<file path="src/inc/tstc_pkg.sv">
package tstc_pkg;

	// clock and time bases, one decade apart
	localparam int CLK_PERIOD_NS = 100;
	localparam int TB0_NS        = 100;
	localparam int TB1_NS        = 1000;
	localparam int TB2_NS        = 10000;
	localparam int TB3_NS        = 100000;
	localparam int TB4_NS        = 1000000;
	localparam int TB0_CYC       = TB0_NS / CLK_PERIOD_NS;
	localparam int TB1_CYC       = TB1_NS / CLK_PERIOD_NS;
	localparam int TB2_CYC       = TB2_NS / CLK_PERIOD_NS;
	localparam int TB3_CYC       = TB3_NS / CLK_PERIOD_NS;
	localparam int TB4_CYC       = TB4_NS / CLK_PERIOD_NS;

	// widths
	localparam int DIV_W  = 14;
	localparam int CNT_W  = 16;
	localparam int ADDR_W = 4;
	localparam int DATA_W = 32;
	localparam int SW_W   = 4;
	localparam int ST_W   = 2;

	// register offsets
	localparam logic [ADDR_W-1:0] REG_SWITCH  = 4'h0;
	localparam logic [ADDR_W-1:0] REG_CONTROL = 4'h1;
	localparam logic [ADDR_W-1:0] REG_COUNT   = 4'h2;
	localparam logic [ADDR_W-1:0] REG_STATUS  = 4'h3;
	localparam logic [ADDR_W-1:0] REG_MASK    = 4'h4;

	// field positions
	localparam int CTRL_CLEAR_BIT = 0;
	localparam int ST_OVF_BIT     = 0;
	localparam int ST_TRIG_BIT    = 1;

	// reset values
	localparam logic [SW_W-1:0]  SWITCH_RST = 4'h0;
	localparam logic [ST_W-1:0]  STATUS_RST = 2'h0;
	localparam logic [ST_W-1:0]  MASK_RST   = 2'h0;
	localparam logic [CNT_W-1:0] COUNT_RST  = 16'h0000;

	// switch settings
	localparam logic [SW_W-1:0] SW_RESET_HI = 4'h4;
	localparam logic [SW_W-1:0] SW_GATED_LO = 4'h5;
	localparam logic [SW_W-1:0] SW_GATED_HI = 4'h9;
	localparam logic [SW_W-1:0] SW_EVENT    = 4'hf;

	typedef enum logic [3:0] {
		TSTC_M_RESET = 4'b0001,
		TSTC_M_GATED = 4'b0010,
		TSTC_M_EVENT = 4'b0100,
		TSTC_M_IDLE  = 4'b1000
	} tstc_mode_t;

	function automatic tstc_mode_t tstc_mode(input logic [SW_W-1:0] sw);
		if (sw <= SW_RESET_HI)
			return TSTC_M_RESET;
		else if (sw <= SW_GATED_HI)
			return TSTC_M_GATED;
		else if (sw == SW_EVENT)
			return TSTC_M_EVENT;
		else
			return TSTC_M_IDLE;
	endfunction

	// decade of the time base, 0 fastest .. 4 slowest
	function automatic logic [2:0] tstc_decade(input logic [SW_W-1:0] sw);
		if (sw <= SW_RESET_HI)
			return sw[2:0];
		else if (sw <= SW_GATED_HI)
			return 3'(sw - SW_GATED_LO);
		else
			return 3'h0;
	endfunction

	function automatic logic [DIV_W-1:0] tstc_period(
		input logic [2:0]       dec,
		input logic [DIV_W-1:0] slow
	);
		case (dec)
			3'h0: return DIV_W'(TB0_CYC);
			3'h1: return DIV_W'(TB1_CYC);
			3'h2: return DIV_W'(TB2_CYC);
			3'h3: return DIV_W'(TB3_CYC);
			default: return slow;
		endcase
	endfunction

endpackage

</file>
<file path="src/rtl/tstc_tick_div.sv">
`timescale 1ns/1ps
module tstc_tick_div
	import tstc_pkg::*;
#(
	parameter logic [DIV_W-1:0] SLOW_CYC = DIV_W'(TB4_CYC)
)
(
	input  wire logic       ref_clk, // 10 MHz clock
	input  wire logic       rst,     // async reset, high
	input  wire logic       restart, // restart the period
	input  wire logic [2:0] decade,  // time base decade
	output logic            tick     // one-cycle time-base enable
);

	typedef struct packed {
		logic [DIV_W-1:0] cnt;
	} tstc_div_state_t;

	tstc_div_state_t  st;
	tstc_div_state_t  next_st;
	logic [DIV_W-1:0] last;

	assign last = DIV_W'(tstc_period(decade, SLOW_CYC) - 1'b1);
	assign tick = (st.cnt == last);

	always_comb
	begin
		next_st = st;
		if (restart || st.cnt >= last)
			next_st.cnt = '0;
		else
			next_st.cnt = DIV_W'(st.cnt + 1'b1);
	end

	always_ff @(posedge ref_clk or posedge rst)
	begin
		if (rst)
			st <= '0;
		else
			st <= next_st;
	end
endmodule

</file>
<file path="src/rtl/tstc_top.sv">
// Overview of operation
// settings 5-9 count ticks only while trigger is high, holding otherwise
// settings 0-4 zero the count on trigger, otherwise count ticks freely
// setting 9 gives the slowest of the gated time bases
// counter wrap sets an overflow flag that lights the overflow lamp
// setting 5 counts in 0.1 us units
// two external trigger pins, one active low, one active high
// the active-low external trigger counts as asserted when low
// the active-high external trigger counts as asserted when high
// external triggers act like the event trigger, two clock cycles later
// count is a plain number of time-base units
// current count is supplied with every trace cycle
// user clears the counter before a gated measurement
// setting F counts one per trigger rising edge, ignoring time base
// setting 1 counts in 1 us units
// combined trigger is OR of event trigger and both pins
// pins are synchronised; manual reset also clears overflow
`timescale 1ns/1ps
module tstc_top
	import tstc_pkg::*;
#(
	parameter int unsigned SLOW_TICK_CYCLES = TB4_CYC
)
(
	input  wire logic              ref_clk,         // 10 MHz clock
	input  wire logic              rst,             // async reset, high
	input  wire logic [ADDR_W-1:0] reg_addr,        // register address
	input  wire logic [DATA_W-1:0] reg_wdata,       // write data
	input  wire logic              reg_wr,          // write strobe
	input  wire logic              reg_rd,          // read strobe
	output logic      [DATA_W-1:0] reg_rdata,       // read data, next cycle
	input  wire logic              event_trigger,   // event-match trigger
	input  wire logic              trigger_input_n, // pin, asserted low
	input  wire logic              trigger_input,   // pin, asserted high
	input  wire logic              manual_reset,    // button pin, high
	output logic      [CNT_W-1:0]  stamp_count,     // count for trace
	output logic                   overflow_lamp,   // overflow indicator
	output logic                   irq              // interrupt level
);

	typedef struct packed {
		logic [SW_W-1:0]   sw;
		logic [ST_W-1:0]   status;
		logic [ST_W-1:0]   mask;
		logic [CNT_W-1:0]  count;
		logic              neg_s1;
		logic              neg_s2;
		logic              pos_s1;
		logic              pos_s2;
		logic              btn_s1;
		logic              btn_s2;
		logic              trig_prev;
		logic [DATA_W-1:0] rdata;
	} tstc_state_t;

	tstc_state_t st;
	tstc_state_t next_st;
	tstc_mode_t  mode;
	logic        trig;
	logic        trig_rise;
	logic        clr;
	logic        sw_wr;
	logic        tick;
	logic        inc;
	logic        zero;
	logic        wrap;

	////////////////////////////////////////////////////////////////////
	// trigger and time base

	// pins are read only after their second flip-flop
	assign trig = event_trigger | ~st.neg_s2 | st.pos_s2;
	assign trig_rise = trig & ~st.trig_prev;
	assign mode = tstc_mode(st.sw);
	assign sw_wr = reg_wr && reg_addr == REG_SWITCH;
	// manual reset from the button or a control write
	assign clr = st.btn_s2
		| (reg_wr && reg_addr == REG_CONTROL && reg_wdata[CTRL_CLEAR_BIT]);

	// restart keeps the first tick a full period after a change
	tstc_tick_div #(
		.SLOW_CYC (DIV_W'(SLOW_TICK_CYCLES))
	) u_div (
		.ref_clk (ref_clk),
		.rst     (rst),
		.restart (sw_wr | clr),
		.decade  (tstc_decade(st.sw)),
		.tick    (tick)
	);

	always_comb
	begin
		case (mode)
			TSTC_M_RESET: inc = ~trig & tick;
			TSTC_M_GATED: inc = trig & tick;
			TSTC_M_EVENT: inc = trig_rise;
			default:      inc = 1'b0;
		endcase
	end

	// trigger level holds the count at zero in reset mode
	assign zero = clr | (mode == TSTC_M_RESET && trig);
	assign wrap = inc & ~zero & (&st.count);

	////////////////////////////////////////////////////////////////////
	// next state

	always_comb
	begin
		next_st = st;
		next_st.neg_s1 = trigger_input_n;
		next_st.neg_s2 = st.neg_s1;
		next_st.pos_s1 = trigger_input;
		next_st.pos_s2 = st.pos_s1;
		next_st.btn_s1 = manual_reset;
		next_st.btn_s2 = st.btn_s1;
		next_st.trig_prev = trig;

		// plain binary count of units, wraps at full scale
		if (zero)
			next_st.count = COUNT_RST;
		else if (inc)
			next_st.count = CNT_W'(st.count + 1'b1);

		if (sw_wr)
			next_st.sw = reg_wdata[SW_W-1:0];
		if (reg_wr && reg_addr == REG_MASK)
			next_st.mask = reg_wdata[ST_W-1:0];

		// clears first, so a same-cycle event survives
		if (reg_wr && reg_addr == REG_STATUS)
			next_st.status = st.status & ~reg_wdata[ST_W-1:0];
		if (clr)
			next_st.status[ST_OVF_BIT] = 1'b0;
		if (wrap)
			next_st.status[ST_OVF_BIT] = 1'b1;
		if (trig_rise)
			next_st.status[ST_TRIG_BIT] = 1'b1;

		next_st.rdata = '0;
		if (reg_rd)
		begin
			case (reg_addr)
				REG_SWITCH: next_st.rdata = DATA_W'(st.sw);
				REG_COUNT:  next_st.rdata = DATA_W'(st.count);
				REG_STATUS: next_st.rdata = DATA_W'(st.status);
				REG_MASK:   next_st.rdata = DATA_W'(st.mask);
				default:    next_st.rdata = '0;
			endcase
		end
	end

	always_ff @(posedge ref_clk or posedge rst)
	begin
		if (rst)
		begin
			st <= '0;
			st.sw <= SWITCH_RST;
			st.status <= STATUS_RST;
			st.mask <= MASK_RST;
			st.count <= COUNT_RST;
			// idle pins: low-active line high, high-active line low
			st.neg_s1 <= 1'b1;
			st.neg_s2 <= 1'b1;
		end
		else
			st <= next_st;
	end

	////////////////////////////////////////////////////////////////////
	// outputs

	assign stamp_count = st.count;
	assign overflow_lamp = st.status[ST_OVF_BIT];
	assign irq = |(st.status & st.mask);
	assign reg_rdata = st.rdata;
endmodule

</file>
<file path="config.mk">
export PLATFORM = sky130hd
export DESIGN_NAME = tstc_top
export DESIGN_NICKNAME = d
export VERILOG_FILES = /design/src/inc/tstc_pkg.sv /design/src/rtl/tstc_tick_div.sv /design/src/rtl/tstc_top.sv
export SDC_FILE = /design/constraint.sdc
export NUM_CORES = 1
export LEC_CHECK = 0
export ABC_AREA = 1
export BUFFER_PORTS_ARGS = -buffer_cell sky130_fd_sc_hd__buf_2
export CAP_MARGIN = 10
export CORE_MARGIN = 2
export CORE_UTILIZATION = 40
export CTS_CLUSTER_SIZE = 16
export DETAILED_ROUTE_END_ITERATION = 16
export GPL_TIMING_DRIVEN = 1
export HOLD_SLACK_MARGIN = 0.1
export SLEW_MARGIN = 20
export SYNTH_ARGS = -nofsm -noshare
export SYNTH_HDL_FRONTEND = slang
export SYNTH_SLANG_ARGS = --single-unit
</file>
<file path="constraint.sdc">
create_clock -name ref_clk -period 9.5 [get_ports ref_clk]
set_clock_uncertainty 0.05 [all_clocks]
set_input_delay 0.475 -clock ref_clk [delete_from_list [all_inputs] [get_ports ref_clk]]
set_output_delay 0.475 -clock ref_clk [all_outputs]
set_load 0.02 [all_outputs]
</file>
# --- Yosys cells after proc, flatten, opt, wreduce, memory -nomap -nowiden ---
# Cells that the tools add are included.
op_classes:
  n_lt_le_gt_ge: 3
  add_sub_neg: 4
  n_reduce_logical: 14
  n_eq_ne: 12
  n_bitwise: 17
  mux: 16
ops:
  columns: ["cell", "n"]
  rows:
  - ["$pmux 16 s4", 1]
  - ["$pmux 14 s4", 1]
  - ["$mux 16", 3]
  - ["$add 16x1->16 const B", 1]
  - ["$reduce_and 16->1", 1]
  - ["$add 14x1->14 const B", 1]
  - ["$eq 14x14->1", 1]
  - ["$ge 14x14->1", 1]
  - ["$mux 14", 1]
  - ["$sub 14x1->14 const B", 1]
  - ["$eq 4x2->1 const B", 3]
  - ["$mux 4", 3]
  - ["$eq 4x1->1 const B", 2]
  - ["$eq 4x3->1 const B", 2]
  - ["$eq 3x2->1 const B", 2]
  - ["$logic_and 1x1->1", 6]
  - ["$mux 3", 2]
  - ["$and 1x1->1", 5]
  - ["$or 1x1->1", 5]
  - ["$and 2x2->2", 2]
  - ["$eq 4x4->1 const B", 1]
  - ["$le 4x3->1 const B", 1]
  - ["$le 4x4->1 const B", 1]
  - ["$logic_not 4->1", 1]
  - ["12 further kinds", 18]
totals:
  inputBits: 44
  register_bits: 77
  elab_cells: 80
  out_inout_bits: 50

# --- Longest topological paths before layout ---
# Gate-level depths: netlist (run 1).
depth:
  ltp_word: 12
  depth_mapped: 25
  ltp_nobuf: 24

# --- By module ---
# Synthesis (run 1) repeated with hierarchy kept, for this count alone.
unflattened:
  cells_unflattened: 508
  hier_area_um2: 4063.9
by_module_without_submodules:
  columns: ["module", "instances", "area_per_inst_um2", "seq_area_each_um2", "cells_per_inst"]
  rows:
  - ["tstc_top", 1, 2935.3, 1178.6, 350]
  - ["tstc_tick_div", 1, 1128.6, 350.3, 158]

# --- Least setup slack after synthesis (run 1) ---
# OpenSTA, ideal clock, no wires.
synth_path:
  kind: "reg-to-reg"
  start: "register st[59] (netlist bit)"
  end: "register u_div.st[5] (netlist bit)"
  setup_slack_ns: 6.534
  arrival_time_ns: 2.847
  setup_time_ns: 0.069
  t_required_ns: 9.381
  stages_incl_launch_ff: 24
  synth_period_minus_slack_ns: 2.966
  n_path_buf: 1
  cell_sequence: "dfrtp_1 > inv_1 > ha_1 > o21ai_0 > nand2_1 > nand3_1 > o21ai_2 > inv_1 > nand3_1 > ha_1 > nand2_1 > nand2_1 > nand2_1 > nand2_1 > inv_1 > ha_1 > nand2_1 > inv_1 > nand2_1 > nand2_1 > a21oi_1 > nand4_4 > buf_12 > nor2_2"
synth_lines:
  columns: ["item", "line", "source"]
  rows:
  - ["from (decl)", "tstc_top.sv:56", "tstc_state_t st;"]
  - ["from (signal assigned)", "tstc_top.sv:167", "st <= next_st;"]
  - ["to (signal assigned)", "tstc_tick_div.sv:40", "st <= next_st;"]
  - ["to (decl)", "tstc_tick_div.sv:19", "tstc_div_state_t st;"]

# --- Final worst setup path (run 1) ---
layout_path:
  start: "register st[59] (netlist bit)"
  end: "register st (netlist bit overflow_lamp)"
layout_between:
  elab_chain_len: 12
  word_cells_on_any_way: 29
  classes_between: "add/sub: 2; order compare: 2; eq/ne: 8; mux: 8; bitwise: 6; reduce/logical: 3"
layout_rtl:
  columns: ["item", "line", "source"]
  rows:
  - ["$le 4x4->1 / $sub 3x3->3 (equally long branches)", "tstc_pkg.sv:58, tstc_pkg.sv:70, tstc_pkg.sv:71", null]
  - ["$mux 3", "tstc_pkg.sv:70", "else if (sw <= SW_GATED_HI)"]
  - ["$mux 3", "tstc_pkg.sv:68", "if (sw <= SW_RESET_HI)"]
  - ["$eq 3x2->1 (tied with other cells)", "tstc_pkg.sv:80", "case (dec)"]
  - ["$pmux 14 s4", "tstc_pkg.sv:80", null]
  - ["$sub 14x1->14", "tstc_tick_div.sv:23", "assign last = DIV_W'(tstc_period(decade, SLOW_CYC) - 1'b1);"]
  - ["$eq 14x14->1", "tstc_tick_div.sv:24", "assign tick = (st.cnt == last);"]
  - ["$and 1x1->1, on equally long branches", "tstc_top.sv:95, tstc_top.sv:94", null]
  - ["$pmux 1 s3", "tstc_top.sv:93", "case (mode)"]
  - ["$and 1x1->1 (*) (2 in series)", "tstc_top.sv:103", "assign wrap = inc & ~zero & (&st.count);"]
  - ["$reduce_bool 3->1 (no source line) / $mux 1 (equally long branches)", null, null]
# Every way passes the cells marked *; elsewhere a longest branch is shown, timed or not.
# A chain may end at the register's enable or synchronous reset.

==> results.cfg, run 1 <==
[cts]
cts_tree = built
cts_setup_buffers = 0
cts.htree.levels = 3
root_buffer = clkbuf_8
ctsHoldBuffers = 0
clock_path_buffers = 2
cts_resized = 0
numCtsBuffers = 9
clk_pin_slew_ps = 70
clk_latency_ps = 350
numClockSinks = 61

[timing]
rsz0062_at_grt = no
post-route-period-util_pct = 38.2
final-hold-violation-count = 0
fin_crit_ps = 3630
clock.fmax_mhz = 275
worst_slew_pin_slew_ps = 779
max_slew_margin_pct = 48.1
setup_viol = 0
fin_tns_setup_ps = 0
slew_violations = 0
setup_ws_ps = 5870

[grt]
grt.overflow.total = 0
grt_max_degree = 62
antenna_found_initial = 0
grt_pass1_wl_um = 14900
grt_pass1_vias = 3157
grtUsageTotal_pct = 16.5

[worst_setup_path]
reg2reg_depth = 23
cp_common_cell = nand2_1
crit_type = register to register
reg2reg_to = overflow_lamp$_DFFE_PP0P_
end_kind = register
crit_chain = inv_1 > ha_1 > o21ai_0 > nand2_1 > nand3_1 > o21ai_2 > inv_1 > nand3_1 > ha_1 > nand2_1 > nand2_1 > nand2_1 > nand2_1 > inv_1 > ha_1 > nand2_1 > inv_1 > nand2_1 > nor2_1 > nand2_1 > o21bai_4 > nand3_1 > nand2_1
crit_required_ps = 9740
path_max_fanout = 17
cpMaxStageDelayCell = o21bai_4
cp.arrival_ps = 3870
cp-start-kind = register
ff2ff_setup_slack_ps = 5870
r2r-start = st[59]$_DFFE_PP0P_
slowest_delay_ps = 410

[power_and_ir_drop]
power_uw = 731
leakage_uw = 0.00227
powerDensity_mw_per_mm2 = 167
vdd_ir_drop_max_v = 0.0000769

[logic_synthesis]
synth_edf_count = 0
synth_cell_types = 38
synth.area.top_cells = dfrtp_1 (36%), buf_4 (9.2%), nand2_1 (8.9%)
synth_area_leader_cell = dfrtp_1
synthCells = 523
ys_seq_elements = 61
ys_seq_area_share_pct = 36.8
avgSynthCellArea_um2 = 7.95
ys_async_sr_fraction_pct = 100
synth.most_common_cell = nand2_1
synthTopCellsByCount = nand2_1 (99), inv_1 (61), dfrtp_1 (59)
yosys.area.top_type_share_pct = 35.5
yosysWarnings = 0
synth_flop_cell = dfrtp_1
synth_area_mm2 = 0.00416

[place]
dpl_worst_slack_ps = 5890
place_congestion = 0.873
port_buffers = 49
post-dp-hpwl_um = 6390

[detailed_routing]
route.final.wire_length_um = 8680
routedWlPerCell_um = 12.7
drcViolationCount = 0
drtPass1Iterations = 4
drtIter0Drc = 108
vias = 3312
ant_nets = 0
vias_per_cell = 4.86

[status]
status = complete, no violations

[worst_hold_path]
hold_start = trigger_input_n
hold_depth = 1
whs_endpoint = next_st[37]$_DFF_PP1_
hp-class = primary input to register

[layout]
diodes = 0
nFillCells = 1062
multi_input_area_mm2 = 0.00200
nNetsFinal = 604
utilization_pct = 43.1
drive_above_1_share_pct = 18.9
seqCellArea_mm2 = 0.00153
syn2layout_area_growth_pct = 5.51

[floorplanning]
rows = 37
initial_core_util_pct = 40.8
die_y_um = 106
io_pins = 94
dieArea_mm2 = 0.0112
die_w_um = 106
fp.coreArea_mm2 = 0.0102

[run]
max_cap_violations = 0
[flip-flops by register name, summed over array words and instances, names as in the netlist]
| signal | cells |
|---|---|
| reg_rdata | 16 |
| overflow_lamp | 1 |
| stamp_count | 16 |
| st | 11 |
| next_st | 3 |
| u_div.st | 14 |
[worst max-delay path, delay by kind of cell, from the launching register on]
| family | cells | cell delay, ps |
|---|---|---|
| buf+inv | 4 | 440 |
| compound gates | 3 | 650 |
| simple gates | 13 | 1290 |
| flops | 1 | 400 |
| fa+ha+maj | 3 | 720 |
[worst max-delay path by stage]
stage	start	end	slack [ps]	cells after the start
final	st[59]$_DFFE_PP0P_	overflow_lamp$_DFFE_PP0P_	5870	23
after global routing	st[59]$_DFFE_PP0P_	overflow_lamp$_DFFE_PP0P_	5570	23
after CTS	st[59]$_DFFE_PP0P_	overflow_lamp$_DFFE_PP0P_	5860	23
after detailed placement	st[59]$_DFFE_PP0P_	overflow_lamp$_DFFE_PP0P_	5890	23
after global placement	st[59]$_DFFE_PP0P_	overflow_lamp$_DFFE_PP0P_	5960	23
after floorplan	st[59]$_DFFE_PP0P_	u_div.st[5]$_DFF_PP0_	6530	23
[power by group]
group | switching [uW] | internal [uW] | total [uW]
clock network | 103 | 122 | 225
logic | 153 | 72.6 | 226
registers | 10.4 | 270 | 281
[stage by stage]
stage	cell area [um2]	hold WS, ps	instances
2_1_floorplan	4210	281	538
5_1_grt	4390	163	681
4_1_cts	4390	166	681
3_3_place_gp	4190	284	665
6_report	4390	180	681
3_5_place_dp	4190	289	665
[layout make-up]
class / instances / share of cell area [%]
inverters: 63 / 5.39
flip-flops and latches: 61 / 34.9
repair buffers: 50 / 5.76
clock buffers: 13 / 4.08
clock inverters: 3 / 0.399
well taps: 136 / 3.88
multi-input cells: 355 / 45.6
[layer usage]
| layer | part of all wire, % | global-route usage, % |
|---|---|---|
| met2 | 46 | 26.4 |
| met4 | 2.6 | 7.89 |
| met3 | 3.2 | 2.88 |
| met5 | 0 | 0 |
| met1 | 48 | 21.8 |
[cells by family (layout without fill, tap and decap cells)]
group / count (synthesis) / after routing / share of synthesized area [%]
and+or+nand+nor: 271 / 271 / 32.7
buffers and inverters: 122 / 129 / 16.4
DFF: 61 / 61 / 36.8
AOI/OAI and AO/OA: 30 / 30 / 4.36
adders and majority gates: 20 / 20 / 6.02
xor gates and xnor gates: 17 / 17 / 3.58
other: 2 / 17 / 0.181
[layout by cell type (no fill, tap or decap), types with 3 or more instances in the layout]
master and n:
nor2_2 12, nor3_1 14, dfrtp_1 59, nand3_2 3
nor2_4 6, ha_1 20, nand4_1 28, conb_1 17
nor2_1 44, nand2_1 99, a21oi_1 8, buf_2 49
nand3_1 46, xor2_1 15, nand3b_1 4, nor3b_1 5
inv_1 60, o21ai_0 12, o22ai_1 5, inv_2 3
clkbuf_8 13, nand2_2 4
Power figures use the tool's default switching activity.
==> run 2, diff against run 1 <==
- clock period: 9.5 -> 3.61 ns (I/O delays scaled with it)
==> run 2 against run 1 <==
Effect of this change: highest routed layer unchanged; routed wire length up 4.2%; sequential share of layout area down 1.3 points; count of clock-buffer cells in the layout down 1.
==> results.cfg, run 2 (synthesis gave the netlist of run 1 again) <==
[status]
status = complete, no violations

[worst_setup_path]
crit_required_ps = 3840
path_max_fanout = 17
worst-path-buf-inv = 4
cp_common_cell = nand2_1
crit_type = register to register
path_delay_family = simple AND/OR/NAND/NOR gates
cpMaxStageDelayCell = dfrtp_1
cp-start-kind = register
end_kind = register
slowest_delay_ps = 410
cp.arrival_ps = 3470
crit_chain = inv_2 > ha_2 > o21ai_0 > nand2_1 > nand3_1 > o21ai_2 > inv_2 > nand3_1 > ha_2 > nand2_1 > nand2_1 > o211ai_1 > ha_1 > nand2_1 > nor2_1 > nand2_1 > inv_1 > nand2_1 > o21bai_4 > buf_12 > nand3_1 > nand2_1

[cts]
cts.htree.levels = 3
clk_pin_slew_ps = 70
clock_path_buffers = 2
cts_tree = built
numClockSinks = 61
root_buffer = clkbuf_8
numCtsBuffers = 9
clk_latency_ps = 340

[floorplanning]
die_w_um = 106
die_y_um = 106
initial_core_util_pct = 40.8
dieArea_mm2 = 0.0112
io_pins = 94
fp.coreArea_mm2 = 0.0102
rows = 37

[power_and_ir_drop]
powerDensity_mw_per_mm2 = 435
vdd_ir_drop_max_v = 0.000188
leakage_uw = 0.00231

[place]
post-dp-hpwl_um = 6530
post_dp_cell_area_mm2 = 0.00419
port_buffers = 49
dpl_worst_slack_ps = 72.0
place_congestion = 0.839

[timing]
fin_tns_setup_ps = 0
fin_crit_ps = 3250
rsz0062_at_grt = no
final-hold-violation-count = 0
max_slew_margin_pct = 46.7
setup_ws_ps = 362
post-route-period-util_pct = 90.0
slew_violations = 0
clock.fmax_mhz = 308
holdWs_ps = 113
worst_slew_pin_slew_ps = 799
setup_viol = 0

[grt]
grt.overflow.total = 0
grt_pass1_vias = 3154
grtUsageTotal_pct = 17.1
antenna_found_initial = 0
grt_max_degree = 39
grt_pass1_wl_um = 15200

[detailed_routing]
route.final.wire_length_um = 9050
drcViolationCount = 0
drtPass1Iterations = 4
drtIter0Drc = 146
vias_per_cell = 4.87
ant_nets = 0
routedWlPerCell_um = 13.1
vias = 3378

[layout]
syn2layout_area_growth_pct = 9.51
mostFrequentLayoutCell = nand2_1
stdcell_area_mm2 = 0.00455
drive_above_1_share_pct = 20.1
diodes = 0
nNetsFinal = 616
nFillCells = 1025
layout_common_cells = nand2_1 (98), dfrtp_1 (59), inv_1 (56), buf_2 (49), nand3_1 (46)
utilization_pct = 44.7

[run]
max_cap_violations = 0

[worst_hold_path]
hp-class = primary input to register
[run 2: cell types whose count changed in the layout (fill, tap and decap cells not counted), moves of 3 or more]
cell and delta:
inv_1 -4, dlygate4sd3_1 +9, clkbuf_8 -3, inv_2 +4
[run 2: per-layer routing]
layer / wire length [um] / part of all wire [%] / vias to the layer above / global-route usage, %
li1: - / - / 1694 / -
met1: 4240 / 47 / 1594 / 22.7
met2: 4270 / 47 / 73 / 26.9
met3: 384 / 4.2 / 17 / 4.17
met4: 150 / 1.7 / 0 / 6.86
met5: 0 / 0 / - / 0
[run 2: final timing paths]
path	from	slack, ps	cells after the start	end
worst max-delay path	st[59]$_DFFE_PP0P_	360	22	stamp_count[4]$_DFFE_PP0P_
worst min-delay path	reg_addr[1]	110	3	reg_rdata[2]$_DFF_PP0_
worst max register to register	st[59]$_DFFE_PP0P_	360	22	stamp_count[4]$_DFFE_PP0P_
worst min register to register	next_st[33]$_DFF_PP0_	300	0	st[33]$_DFF_PP0_
max in group asynchronous	rst	2140	4	st[37]$_DFF_PP1_
min in group asynchronous	rst	490	3	reg_rdata[13]$_DFF_PP0_
[run 2: power by group]
group / switching [uW] / total [uW] / internal, uW
logic: 426 / 636 / 210
registers: 30.1 / 741 / 711
clock network: 267 / 603 / 336
total: 724 / 1980 / 1260
[run 2: repair_timing]
| item | in CTS | in global routing |
|---|---|---|
| setup buffers | 0 | 2 |
| gates resized for setup | 0 | 11 |
| hold buffers | 9 | 0 |
| hold endpoints to repair | 47 | 0 |
| endpoints found under the setup margin | 0 | 31 |
[run 2: tightest hold or removal path: cells and delay by family]
| family | cells | cell delay, ps |
|---|---|---|
| buffers and inverters | 1 | 140 |
| and+or+nand+nor | 1 | 90 |
| AOI/OAI and AO/OA | 1 | 60 |
[run 2: area by class of cell]
type,count,area [um2],area share [%]
Clock buffer,12,145,3.19
Clock inverter,4,47.5,1.04
Inverter,63,236,5.19
Multi-Input combinational cell,356,2040,44.8
Sequential cell,61,1530,33.6
Tap cell,136,170,3.74
Timing Repair Buffer,61,383,8.41
[run 2: metrics by stage]
| step | power [uW] | cells |
|---|---|---|
| global route | 2150 | 693 |
| floorplan | 1250 | 538 |
| CTS | 1970 | 690 |
| detailed placement | 1350 | 665 |
| finish | 1980 | 693 |
| global placement | 1330 | 665 |
==> run 3, diff against run 2 <==
- BUFFER_PORTS_ARGS: -buffer_cell sky130_fd_sc_hd__buf_2 -> -buffer_cell sky130_fd_sc_hd__buf_4
==> run 3 against run 2 <==
Effect of this change: routed wire length grew 3.1%; final cell count grew 0.87%; setup slack gained 26 ps; largest power group unchanged; sequential share of layout area down 1.3 points; sequential power is essentially flat; largest cell class unchanged.
==> results.cfg, run 3 (synthesis gave the netlist of run 1 again) <==
[worst_setup_path]
worst-path-buf-inv = 6
startpoint = st[59]$_DFFE_PP0P_
ff2ff_setup_slack_ps = 390
r2r-start = st[59]$_DFFE_PP0P_
cp_common_cell = nand2_1
reg2reg_to = stamp_count[14]$_DFFE_PP0P_
crit_required_ps = 3840
crit_type = register to register
end_kind = register
cpMaxStageDelayCell = dfrtp_1
slowest_delay_ps = 410
reg2reg_depth = 24
cp.arrival_ps = 3450
path_max_fanout = 17
path_delay_family = simple AND/OR/NAND/NOR gates
crit_cells = 24
crit_chain = inv_2 > ha_2 > inv_2 > nand2_2 > nand2_4 > o21ai_2 > inv_2 > nand3_1 > ha_2 > nand2_1 > nand2_1 > nand2_1 > nand2_1 > inv_1 > ha_1 > nand2_1 > inv_1 > nand2_1 > nor2_1 > nand2_1 > o21bai_4 > buf_12 > nand3_1 > nand2_1
worstSetupEndpoint = stamp_count[14]$_DFFE_PP0P_
cp-start-kind = register

[timing]
final-hold-violation-count = 0
fin_crit_ps = 3220
post-route-period-util_pct = 89.2
holdWs_ps = 178
rsz0062_at_grt = no
worst_slew_pin_slew_ps = 828
slew_violations = 0
fin_tns_setup_ps = 0
max_slew_margin_pct = 44.7
clock.fmax_mhz = 310
setup_viol = 0

[status]
status = complete, no violations

[grt]
grt.overflow.total = 0
grt_pass1_vias = 3242
grt_pass1_wl_um = 15500
grtUsageTotal_pct = 17.4
grt_max_degree = 39
antenna_found_initial = 0

[layout]
layout_common_cells = nand2_1 (99), dfrtp_1 (59), inv_1 (56), buf_4 (53), nand3_1 (46)
syn2layout_area_growth_pct = 13.8
seqCellArea_mm2 = 0.00153
drive_above_1_share_pct = 20.2
nNetsFinal = 623
stdcell_area_mm2 = 0.00473
diodes = 0
mostFrequentLayoutCell = nand2_1
nFillCells = 1017
multi_input_area_mm2 = 0.00204

[power_and_ir_drop]
powerDensity_mw_per_mm2 = 426
leakage_uw = 0.00236
vdd_ir_drop_max_v = 0.000184

[place]
post_dp_cell_area_mm2 = 0.00431
post-dp-hpwl_um = 6580
port_buffers = 49
place_congestion = 0.888

[cts]
numClockSinks = 61
cts_tree = built
clk_pin_slew_ps = 70
root_buffer = clkbuf_8
clock_path_buffers = 2
clk_latency_ps = 350
cts.htree.levels = 3
numCtsBuffers = 9

[floorplanning]
rows = 37
io_pins = 94
initial_core_util_pct = 40.8
dieArea_mm2 = 0.0112
fp.coreArea_mm2 = 0.0102
die_y_um = 106
die_w_um = 106

[detailed_routing]
drtIter0Drc = 194
drtPass1Iterations = 4
vias = 3391
routedWlPerCell_um = 13.3
vias_per_cell = 4.85
ant_nets = 0
route.final.wire_length_um = 9320
drcViolationCount = 0

[run]
max_cap_violations = 0

[worst_hold_path]
hp-class = primary input to register
[run 3: cell count changes in the layout (fill, tap and decap cells not counted), moves of 2 or more]
| cell | before | now |
|---|---|---|
| buf_2 | 49 | 0 |
| buf_4 | 1 | 53 |
| clkbuf_1 | 2 | 0 |
| dlygate4sd3_1 | 9 | 14 |
[run 3: final cells by class]
cell class                      instances  area share [%]
Inverter                               63            5.00
Clock inverter                          4            1.00
Sequential cell                        61            32.3
Timing Repair Buffer                   68            11.8
Clock buffer                           11            3.20
Multi-Input combinational cell        356            43.1
Tap cell                              136            3.60
[run 3: worst min-delay path: stages]
cell and delay, ps:
buf_4 120, nand3_1 130, o21ai_0 90
[run 3: metrics by stage]
| stage | setup WS, ps | std cells | utilization, % | power, uW |
|---|---|---|---|---|
| floorplan | 644 | 538 | - | 1250 |
| CTS | 62.1 | 694 | 45.7 | 2020 |
| global route | 18.1 | 699 | 46.5 | 2180 |
| detailed placement | 103 | 665 | 42.3 | 1360 |
| finish | 388 | 699 | 46.5 | 2010 |
| global placement | 145 | 665 | 42.3 | 1350 |
[run 3: power by group]
part,internal [uW],switching (uW)
registers,711,29.5
clock network,350,276
logic,220,427
total,1280,732
[run 3: how the worst min path moves through the flow]
stage                               start  slack, ps               endpoint  cells after the start
after floorplan           trigger_input_n        130  next_st[37]$_DFF_PP1_                      0
after global placement    trigger_input_n        240  next_st[37]$_DFF_PP1_                      1
after detailed placement  trigger_input_n        240  next_st[37]$_DFF_PP1_                      1
after CTS                          reg_wr        160     st[55]$_DFFE_PP0P_                      3
after global routing               reg_wr        180     st[55]$_DFFE_PP0P_                      3
final                              reg_wr        180     st[56]$_DFFE_PP0P_                      3
[run 3: routing by layer]
layer / vias to the layer above / part of all wire, % / GRT usage [%]
li1: 1712 / - / -
met1: 1583 / 46 / 22.8
met2: 84 / 48 / 28.1
met3: 12 / 5.2 / 4.11
met4: 0 / 1.4 / 6.77
met5: - / 0 / 0
[run 3: what timing repair did]
item / in CTS / in global routing
buffers inserted: 0 / 4
gates resized for setup: 0 / 10
hold buffers: 14 / 0
hold endpoints to repair: 50 / 0
setup endpoints to repair: 0 / 31
